File: src/ivm_pkg.sv
/*
 * constants for the reset and interrupt vector address generator:
 * table addresses, slot spacing, source count, unlock window timing.
 * assumes word addressing of program memory, 16-bit program counter.
 */
package ivm_pkg;
	localparam int IVM_ADDR_W = 16;
	localparam int IVM_NUM_SRC = 34; // interrupt sources, vectors 2..35
	localparam int IVM_NUM_VEC = 35; // reset vector plus the sources
	localparam int IVM_VEC_W = 6;
	localparam int IVM_BSZ_W = 2;
	localparam logic [IVM_ADDR_W-1:0] IVM_RESET_ADDR = 16'h0000;
	localparam logic [IVM_ADDR_W-1:0] IVM_TABLE_OFFSET = 16'h0002;
	localparam logic [IVM_ADDR_W-1:0] IVM_SLOT_WORDS = 16'h0002;
	localparam logic [IVM_ADDR_W-1:0] IVM_LEGACY_FIRST_ADDR = 16'h0030;
	localparam logic [IVM_ADDR_W-1:0] IVM_LAST_ADDR = 16'h0044;
	localparam logic [IVM_VEC_W-1:0] IVM_FIRST_IRQ_VEC = 6'h02;
	// source index of the first vector missing in legacy mode
	localparam int IVM_LEGACY_FIRST_IDX = 23;
	// unlock window length and post-write hold, in clock cycles
	localparam int IVM_UNLOCK_CYCLES_NUM = 4;
	localparam logic [2:0] IVM_UNLOCK_CYCLES = 3'h4;
	localparam logic [2:0] IVM_POST_WRITE_HOLD = 3'h1;
	localparam logic IVM_FUSE_PROGRAMMED = 1'b0;
	typedef enum logic [1:0] {
		IVM_ST_RESET = 2'b00,
		IVM_ST_LOAD = 2'b01,
		IVM_ST_RUN = 2'b10
	} ivm_state_t;
endpackage

File: src/ivm_boot_if.sv
/*
 * carrier between the vector generator and the boot base decoder.
 * assumes both ends run on the same core clock.
 */
`timescale 1ns/1ns
`default_nettype none
interface ivm_boot_if;
	import ivm_pkg::*;
	logic [IVM_BSZ_W-1:0] boot_size;
	logic [IVM_ADDR_W-1:0] boot_base;
	modport requester (output boot_size, input boot_base);
	modport decoder (input boot_size, output boot_base);
endinterface
`default_nettype wire

File: src/ivm_vector_gen.sv
/*
 * reset and interrupt vector address generator for the core fetch logic.
 * picks the reset address after reset, and the vector address of the
 * lowest-numbered pending enabled source when the core can take one.
 * assumes request lines and control writes are synchronous to clk_in,
 * and that the core holds a request until it sees the acknowledge.
 */
// Function
// - reset starts execution at address zero
// - external requests 0..7 use vectors 2..9
// - timer 2 vectors at 0012 and 0014
// - timer 1 vectors 0016..001c and 0030
// - timer 0 vectors at 001e and 0020
// - spi and first usart vectors 0022..0028
// - converter, data memory, comparator at 002a..002e
// - timer 3 vectors at 0032..003a
// - second usart vectors at 003c..0040
// - two-wire and store-ready last, 35 vectors
// - legacy mode drops vectors 0030..0044
// - programmed boot fuse relocates first fetch
// - select bit adds boot base to vectors
// - table start independent of reset location
// - fuse zero programmed, one unprogrammed
// - timed unlock changes select, blocks interrupts
// - boot base derives from boot size fuses
`timescale 1ns/1ns
`default_nettype none
module ivm_vector_gen import ivm_pkg::*; #(
	parameter int NUM_SRC = IVM_NUM_SRC
) (
	// clock and reset
	input wire logic clk_in,
	input wire logic sys_rst_in,
	// fuses
	input wire logic boot_reset_select_fuse_in,
	input wire logic [IVM_BSZ_W-1:0] boot_size_fuses_in,
	input wire logic legacy_mode_fuse_in,
	// core control register write port
	input wire logic ctrl_wr_in,
	input wire logic vector_table_select_in,
	input wire logic vector_change_unlock_in,
	// interrupt sources and core handshake
	input wire logic [NUM_SRC-1:0] irq_req_in,
	input wire logic global_int_enable_in,
	input wire logic core_ready_in,
	// program counter load
	output logic pc_load_out,
	output logic [IVM_ADDR_W-1:0] pc_addr_out,
	// acknowledge to the source
	output logic irq_ack_out,
	output logic [IVM_VEC_W-1:0] irq_vector_out,
	// control state
	output logic vector_table_select_out,
	output logic vector_change_unlock_out,
	output logic irq_blocked_out
);
	ivm_state_t state_reg;
	ivm_state_t state_next;
	logic boot_fuse_reg;
	logic legacy_reg;
	logic [2:0] unlock_cnt_reg;
	logic [2:0] hold_cnt_reg;
	logic [NUM_SRC-1:0] eligible;
	logic any_eligible;
	logic [IVM_VEC_W-1:0] win_idx;
	logic take_irq;

	ivm_boot_if bif();

	ivm_boot_base u_boot_base (
		.clk_in(clk_in),
		.sys_rst_in(sys_rst_in),
		.bif(bif)
	);

	// lowest index pending source wins
	function automatic logic [IVM_VEC_W-1:0] ivm_first_set(input logic [NUM_SRC-1:0] v);
		logic [IVM_VEC_W-1:0] r;
		r = '0;
		for (int i = NUM_SRC - 1; i >= 0; i--) begin
			if (v[i]) begin
				r = IVM_VEC_W'(i);
			end
		end
		return r;
	endfunction

	// vector address of source index: table start plus two words per slot
	function automatic logic [IVM_ADDR_W-1:0] ivm_vec_addr(input logic [IVM_VEC_W-1:0] idx,
			input logic sel, input logic [IVM_ADDR_W-1:0] base);
		logic [IVM_ADDR_W-1:0] start;
		start = sel ? IVM_ADDR_W'(base + IVM_TABLE_OFFSET) : IVM_TABLE_OFFSET;
		return IVM_ADDR_W'(start + IVM_ADDR_W'(idx) * IVM_SLOT_WORDS);
	endfunction

	assign bif.boot_size = boot_size_fuses_in;

	// sources allowed to raise: legacy mode hides the upper vectors
	always_comb begin
		for (int i = 0; i < NUM_SRC; i++) begin
			eligible[i] = irq_req_in[i] && !(legacy_reg && (i >= IVM_LEGACY_FIRST_IDX));
		end
	end

	assign any_eligible = |eligible;
	assign win_idx = ivm_first_set(eligible);
	// accept only in run state and never in the acknowledge cycle, because the
	// source drops its request one edge late; the unlock sequence holds
	// interrupts off, including the very cycle in which the unlock is written
	assign take_irq = (state_reg == IVM_ST_RUN) && global_int_enable_in && core_ready_in &&
		any_eligible && !irq_blocked_out && !irq_ack_out &&
		!(ctrl_wr_in && vector_change_unlock_in);

	// sequence: capture fuses, load reset vector, then serve interrupts
	always_comb begin
		state_next = state_reg;
		case (state_reg)
			IVM_ST_RESET: state_next = IVM_ST_LOAD;
			IVM_ST_LOAD: state_next = IVM_ST_RUN;
			IVM_ST_RUN: state_next = IVM_ST_RUN;
			default: state_next = IVM_ST_RESET;
		endcase
	end

	always_ff @(posedge clk_in or posedge sys_rst_in) begin
		if (sys_rst_in) begin
			state_reg <= IVM_ST_RESET;
		end else begin
			state_reg <= state_next;
		end
	end

	// fuse levels are caught in the first clocked cycle after release
	always_ff @(posedge clk_in or posedge sys_rst_in) begin
		if (sys_rst_in) begin
			boot_fuse_reg <= 1'b1;
			legacy_reg <= 1'b0;
		end else if (state_reg == IVM_ST_RESET) begin
			boot_fuse_reg <= boot_reset_select_fuse_in;
			legacy_reg <= legacy_mode_fuse_in;
		end
	end

	// program counter load for reset and accepted interrupts
	always_ff @(posedge clk_in or posedge sys_rst_in) begin
		if (sys_rst_in) begin
			pc_load_out <= 1'b0;
			pc_addr_out <= IVM_RESET_ADDR;
		end else if (state_reg == IVM_ST_LOAD) begin
			pc_load_out <= 1'b1;
			if (boot_fuse_reg == IVM_FUSE_PROGRAMMED) begin
				pc_addr_out <= bif.boot_base;
			end else begin
				pc_addr_out <= IVM_RESET_ADDR;
			end
		end else if (take_irq) begin
			// reset load cannot meet an interrupt: take_irq needs run state
			pc_load_out <= 1'b1;
			pc_addr_out <= ivm_vec_addr(win_idx, vector_table_select_out, bif.boot_base);
		end else begin
			pc_load_out <= 1'b0;
		end
	end

	// acknowledge pulse with the vector number of the taken source
	always_ff @(posedge clk_in or posedge sys_rst_in) begin
		if (sys_rst_in) begin
			irq_ack_out <= 1'b0;
			irq_vector_out <= '0;
		end else begin
			irq_ack_out <= take_irq;
			if (take_irq) begin
				irq_vector_out <= IVM_VEC_W'(win_idx + IVM_FIRST_IRQ_VEC);
			end
		end
	end

	// timed unlock: select changes only inside the open window
	always_ff @(posedge clk_in or posedge sys_rst_in) begin
		if (sys_rst_in) begin
			vector_table_select_out <= 1'b0;
			vector_change_unlock_out <= 1'b0;
			unlock_cnt_reg <= '0;
		end else if (ctrl_wr_in && vector_change_unlock_in) begin
			vector_change_unlock_out <= 1'b1;
			unlock_cnt_reg <= IVM_UNLOCK_CYCLES;
		end else if (ctrl_wr_in && (unlock_cnt_reg != 3'h0)) begin
			vector_table_select_out <= vector_table_select_in;
			vector_change_unlock_out <= 1'b0;
			unlock_cnt_reg <= '0;
		end else if (unlock_cnt_reg != 3'h0) begin
			unlock_cnt_reg <= unlock_cnt_reg - 3'h1;
			vector_change_unlock_out <= (unlock_cnt_reg != 3'h1);
		end
	end

	// interrupt blocking across the whole window, last cycle included, and two cycles past the write
	always_ff @(posedge clk_in or posedge sys_rst_in) begin
		if (sys_rst_in) begin
			irq_blocked_out <= 1'b0;
			hold_cnt_reg <= '0;
		end else if (ctrl_wr_in && vector_change_unlock_in) begin
			irq_blocked_out <= 1'b1;
			hold_cnt_reg <= '0;
		end else if (ctrl_wr_in && (unlock_cnt_reg != 3'h0)) begin
			// keep interrupts off until the instruction after the select write
			irq_blocked_out <= 1'b1;
			hold_cnt_reg <= IVM_POST_WRITE_HOLD;
		end else if (hold_cnt_reg != 3'h0) begin
			hold_cnt_reg <= hold_cnt_reg - 3'h1;
			irq_blocked_out <= 1'b1;
		end else begin
			irq_blocked_out <= (unlock_cnt_reg > 3'h1);
		end
	end
endmodule
`default_nettype wire

File: src/ivm_boot_base.sv
/*
 * decodes the boot size fuse setting into the boot flash start address.
 * assumes the fuse code is stable; result comes out of a register.
 */
`timescale 1ns/1ns
`default_nettype none
module ivm_boot_base import ivm_pkg::*; #(
	parameter logic [IVM_ADDR_W-1:0] BASE_SZ0 = 16'hf000,
	parameter logic [IVM_ADDR_W-1:0] BASE_SZ1 = 16'hf800,
	parameter logic [IVM_ADDR_W-1:0] BASE_SZ2 = 16'hfc00,
	parameter logic [IVM_ADDR_W-1:0] BASE_SZ3 = 16'hfe00
) (
	// clock and reset
	input wire logic clk_in,
	input wire logic sys_rst_in,
	// fuse code in, base address out
	ivm_boot_if.decoder bif
);
	// registered lookup of the boot section start
	always_ff @(posedge clk_in or posedge sys_rst_in) begin
		if (sys_rst_in) begin
			bif.boot_base <= BASE_SZ0;
		end else begin
			case (bif.boot_size)
				2'h0: bif.boot_base <= BASE_SZ0;
				2'h1: bif.boot_base <= BASE_SZ1;
				2'h2: bif.boot_base <= BASE_SZ2;
				default: bif.boot_base <= BASE_SZ3;
			endcase
		end
	end
endmodule
`default_nettype wire

File: config.mk
export PLATFORM = sky130hd
export DESIGN_NAME = ivm_vector_gen
export DESIGN_NICKNAME = d
export VERILOG_FILES = /design/src/ivm_pkg.sv /design/src/ivm_boot_if.sv /design/src/ivm_vector_gen.sv /design/src/ivm_boot_base.sv
export SDC_FILE = /design/constraint.sdc
export NUM_CORES = 1
export LEC_CHECK = 0
export ABC_AREA = 1
export BUFFER_PORTS_ARGS = -buffer_cell sky130_fd_sc_hd__buf_2
export CAP_MARGIN = 20
export CORE_ASPECT_RATIO = 0.9
export CORE_MARGIN = 4
export CORE_UTILIZATION = 54
export DETAILED_ROUTE_END_ITERATION = 10
export GPL_ROUTABILITY_DRIVEN = 1
export HOLD_SLACK_MARGIN = 0.02
export PLACE_DENSITY = 0.87
export SYNTH_ARGS = -nofsm -noshare
export SYNTH_HDL_FRONTEND = slang
export SYNTH_SLANG_ARGS = --single-unit
export TNS_END_PERCENT = 5
File: constraint.sdc
create_clock -name clk_in -period 5.6 [get_ports clk_in]
set_clock_uncertainty 0.1 [all_clocks]
set_input_delay 0.28 -clock clk_in [delete_from_list [all_inputs] [get_ports clk_in]]
set_output_delay 0.28 -clock clk_in [all_outputs]
set_load 0.02 [all_outputs]
Word level (Yosys, flattened, before mapping)
Cells that the tools add are included.
{"block": "word_totals", "reg_bits": 50, "elab_cells": 112, "input_bits": 45, "output_inout_bits": 27}
{"block": "classes", "magnitude_cmp": 1, "mux": 54, "bitwise": 1, "n_reduce_logical": 33, "addsub": 5, "n_eq_ne": 5}
{"cell": "$mux W6", "n": 34}
{"cell": "$mux W16", "n": 4}
{"cell": "$pmux W12 S3", "n": 1}
{"cell": "$reduce_or A34 Y1", "n": 1}
{"cell": "$logic_and A1 B1 Y1", "n": 19}
{"cell": "$mux W3", "n": 6}
{"cell": "$add A16 B2 Y16 const B", "n": 1}
{"cell": "$add A16 B7 Y16", "n": 1}
{"cell": "$reduce_bool A3 Y1", "n": 4}
{"cell": "$mux W1", "n": 8}
{"cell": "$add A6 B2 Y6 const B", "n": 1}
{"cell": "$sub A3 B1 Y3 const B", "n": 2}
{"cell": "$eq A2 B1 Y1 const B", "n": 2}
{"cell": "$eq A2 B2 Y1 const B", "n": 2}
{"cell": "$logic_not A1 Y1", "n": 4}
{"cell": "$logic_not A2 Y1", "n": 2}
{"cell": "$pmux W2 S2", "n": 1}
{"cell": "$gt A3 B1 Y1 const B", "n": 1}
{"cell": "$ne A3 B1 Y1 const B", "n": 1}
{"cell": "$reduce_and A2 Y1", "n": 1}
{"cell": "$reduce_bool A2 Y1", "n": 1}
{"cell": "$reduce_or A2 Y1", "n": 1}
{"cell": "$not A1 Y1", "n": 1}

Depth between registers and ports, before layout
{"block": "logic_depth", "ltp_word": 39, "mapped_depth": 37, "mapped_depth_nobuf": 37}

Cells and area by module
From an unflattened synthesis, not the netlist that was laid out.
{"block": "hier_totals", "cells_unflattened": 463, "hier_area_um2": 3130.5}
{"module": "ivm_vector_gen", "n_inst": 1, "seq_area_each_um2": 927.1, "cells_each": 438, "area_per_inst_um2": 2924.1}
{"module": "ivm_boot_base", "n_inst": 1, "seq_area_each_um2": 75.1, "cells_each": 25, "area_per_inst_um2": 206.4}

Least setup slack after synthesis
No wires, ideal clock.
{"block": "synth_path", "path_type": "reg-to-reg", "startpoint": "reg legacy_reg", "endpoint": "reg pc_addr_out[5]", "stages_incl_launch_ff": 36, "setup_time_ns": 0.122, "period_less_slack_ns": 2.702, "path_slack_ns": 2.898, "t_arrival_ns": 2.481, "path_cell_list": "dfrtp_1 inv_2 buf_6 nand2_4 nand2_1 nand2_1 nand2_1 nand2_1 nand2_1 nand2_1 nand2_1 nand2_1 nand2_1 nand2_1 nand2_1 nand2_1 nand2_1 nand2_1 nand2_1 nand2_1 nand2_1 nand2_1 nand2_1 nand2_1 nand2_1 nand2_1 nand2_1 nand2_1 nand2_1 nand2_1 nand2_1 nand2_2 a21oi_4 ha_1 nand3_1 a32o_1"}
{"block": "synth_via", "elab_chain_len": 39, "elab_cells_between_ends": 55, "classes_between": "add/sub (1); mux (36); reduce/logical (18)"}
{"element": "start: declaration", "line": "ivm_vector_gen.sv:60", "text": "logic legacy_reg;"}
{"element": "start signal: assignment", "line": "ivm_vector_gen.sv:140", "text": "legacy_reg <= legacy_mode_fuse_in;"}
{"element": "$logic_not A1 Y1 *", "line": "ivm_vector_gen.sv:101", "text": "eligible[i] = irq_req_in[i] && !(legacy_reg && (i >= IVM_LEGACY_FIRST_IDX));"}
{"element": "$logic_and A1 B1 Y1", "line": "ivm_vector_gen.sv:101"}
{"element": "$mux W6 (10 in series)", "line": "ivm_vector_gen.sv:81", "text": "if (v[i]) begin"}
{"element": "$mux W6 * (24 in series)", "line": "ivm_vector_gen.sv:81"}
{"element": "net win_idx[0]", "line": "ivm_vector_gen.sv:65", "text": "logic [IVM_VEC_W-1:0] win_idx;"}
{"element": "$add A16 B7 Y16 *", "line": "ivm_vector_gen.sv:93", "text": "return IVM_ADDR_W'(start + IVM_ADDR_W'(idx) * IVM_SLOT_WORDS);"}
{"element": "$mux W16 *", "line": "ivm_vector_gen.sv:156", "text": "end else if (take_irq) begin"}
{"element": "$mux W16 *", "line": "ivm_vector_gen.sv:149", "text": "end else if (state_reg == IVM_ST_LOAD) begin"}
{"element": "end signal: assignment", "line": "ivm_vector_gen.sv:152", "text": "pc_addr_out <= bif.boot_base;"}
{"element": "end signal: assignment", "line": "ivm_vector_gen.sv:159", "text": "pc_addr_out <= ivm_vec_addr(win_idx, vector_table_select_out, bif.boot_base);"}
{"element": "end: declaration", "line": "ivm_vector_gen.sv:48", "text": "output logic [IVM_ADDR_W-1:0] pc_addr_out,"}
Mark *: on every way through the listed nets, which the timed path passes. The rest lies on a longest branch. The select of a mux whose other input is x is not followed.
A chain may end at the register's enable or synchronous reset.

Final worst setup path
Ends and elaborated chain as after synthesis.

==> impl_metrics.ini <==
[clocking]
hold_buffers = 2
cts_resized = 0
clockBufferDepth = 2
numCtsBuffers = 5
path_clk_slew_ps = 70
ctsHtreeMaxLevel = 2
cts_setup_buffers = 0
root_buffer = clkbuf_8
numClockSinks = 35
clk_latency_ps = 290
cts_tree = built

[run_status]
status = finished clean

[grt]
grt_pass1_vias = 1895
grt_pass1_wl_um = 7645
antenna_found_initial = 0
track_usage_pct = 19.82
globalRoute.totalOverflow = 0
grt_start_max_net_pins = 36

[synthesis]
yosysSeqAreaShare_pct = 41.11
ys.flop_type = dfrtp_1
yosysWarnings = 0
async_flop_share_pct = 100.0
synthesis.area_um2 = 2133
synth.area.top_cells = dfrtp_1 (40%), nand2_1 (16%), inv_1 (9.3%)
synth-edff-count = 0
avgSynthCellArea_um2 = 7.232
synth.most_common_cell = nand2_1
yosys-top-cells-count = nand2_1 (90), inv_1 (53), dfrtp_1 (34)
synth_cell_types = 38
synthDominantCellAreaShare_pct = 39.88
ys_ff_latch = 35
syn_inst = 295
synth_top_area_cell = dfrtp_1

[worst_setup_path]
worst_path_largest_cell_delay_ps = 370
cp.arrival_ps = 3160
cp_max_fo = 13
cpMaxStageDelayCell = dfrtp_1
critPathKind = flop to flop
crit_path_start_kind = flop
required_ps = 5680
end_kind = flop
critPathMostFrequentCell = nand2_1

[sta]
drv_slew = 0
setup_violations = 0
fmax_mhz = 324.8
period_share_pct = 54.99
rsz0062_at_grt = no
holdWs_ps = 88.93
hold_viol = 0
min_period_ps = 3079
tns_ps = 0

[layout]
fin_area_um2 = 2596
post-route-util_pct = 69.10
drive_gt1_share_pct = 24.66
top_regs = pc_addr_out: 11 flops, irq_vector_out: 6 flops
regMostFlops = pc_addr_out
diodes = 0
areaGrowthSynthToFinish_pct = 21.70
fillers = 323
layout.nets = 424
largest_reg_flops = 11

[routing]
drc_errors = 0
firstDrtPassIters = 4
finalWirelength_um = 4704
drt_iter0_drc = 90
vias = 1976
wire_per_inst_um = 11.33
post_drt_via_cell_ratio = 4.761
ant_nets = 0

[power_and_ir_drop]
power.density_nw_per_um2 = 345.6
p_comb_share_pct = 40.0
sequentialPowerShare_pct = 40.4
irDropWorstVdd_uv = 203.2
swShare_pct = 39.63
internal-power_uw = 541.7
leakage_nw = 1.527
design_power_total_uw = 897.2
clockPowerShare_pct = 19.6
switchingPower_uw = 355.5

[placement]
portBuffers = 69
dp_hpwl_um = 3606
placedInstanceArea_um2 = 2495
place_congestion = 0.8282

[floorplan]
fp.dieArea_um2 = 5022
die_h_um = 67.63
start_util_pct = 56.78
fp.dieW_um = 74.26
rows = 21
coreArea_um2 = 3757
io_pins = 72

[job]
maxCapViolCount = 0

[hold_path]
hold_path.class = primary input to flop
-- placed cells by master, fill, tap and decap left out, drive strengths merged, types with 2 or more instances in the layout --
master,netlist,layout
ha,11,11
buf,6,70
nand2,93,93
a21oi,8,8
nand3,10,10
nor2,33,33
o32ai,3,3
o21ai,13,13
conb,1,2
nor4,2,2
dfrtp,34,34
dlygate4sd3,0,2
nor3,3,3
clkinv,1,2
inv,60,60
clkbuf,1,7
a31oi,2,2
-- cell type report --
| type | count | area, µm² | share of cell area (%) |
|---|---|---|---|
| Tap cell | 46 | 57.56 | 2.217 |
| Multi-Input combinational cell | 193 | 978.4 | 37.69 |
| Clock inverter | 1 | 5.005 | 0.1928 |
| Sequential cell | 35 | 877.1 | 33.78 |
| Clock buffer | 7 | 76.32 | 2.940 |
| Timing Repair Buffer | 72 | 372.9 | 14.36 |
| Inverter | 61 | 229.0 | 8.819 |
-- worst max-delay path, delay by kind of cell (launching register included) --
family	cells	cell delay (ps)
AOI/OAI and AO/OA	2	440
buffers and inverters	1	170
DFF	1	370
and+or+nand+nor	32	1640
adders and majority gates	1	240
-- power groups by stage --
stage	Combinational, mW	Sequential, mW	Clock [mW]
2_1_floorplan	0.194	0.424	0
3_3_place_gp	0.344	0.364	0
3_5_place_dp	0.357	0.368	0
4_1_cts	0.362	0.363	0.179
5_1_grt	0.402	0.371	0.188
6_report	0.358	0.363	0.176
-- routing by layer --
| layer | up-vias | wire (µm) | track usage (%) | part of all wire [%] |
|---|---|---|---|---|
| met4 | 0 | 43 | 6.000 | 0.91 |
| met5 | - | 0 | 0 | 0 |
| met1 | 875 | 1954 | 22.27 | 42 |
| met3 | 6 | 295 | 4.167 | 6.3 |
| met2 | 49 | 2410 | 37.39 | 51 |
| li1 | 1046 | - | - | - |
-- path summary, 6_finish.rpt --
check / start / endpoint / depth (start not counted) / slack (ps)
setup / recovery: legacy_reg / pc_addr_out[5] / 36 / 2520
hold / removal: boot_size_fuses_in[0] / u_boot_base.bif.boot_base[11] / 2 / 90
setup reg to reg: legacy_reg / pc_addr_out[5] / 36 / 2520
hold reg to reg: irq_vector_out[2] / irq_vector_out[2] / 2 / 380
max in group asynchronous: sys_rst_in / boot_fuse_reg / 4 / 4500
min in group asynchronous: sys_rst_in / hold_cnt_reg[2] / 4 / 560
-- kinds of logic (layout without fill, tap and decap cells) --
logic type,after synthesis,count (layout),share of synthesized area [%]
xor gates and xnor gates,2,2,0.8213
DFF,35,35,41.11
buffers and inverters,68,141,13.20
AOI/OAI and AO/OA,33,33,9.854
adders and majority gates,11,11,6.452
other,1,2,0.1758
muxes,1,1,0.5278
and+or+nand+nor,144,144,27.86
-- per-stage QoR --
step | instances | setup WS [ps]
detailed placement | 405 | 2559
global route | 415 | 2147
global placement | 405 | 2663
floorplan | 296 | 2898
finish | 415 | 2521
CTS | 415 | 2540
No activity file was read; power rests on OpenSTA's default activity.
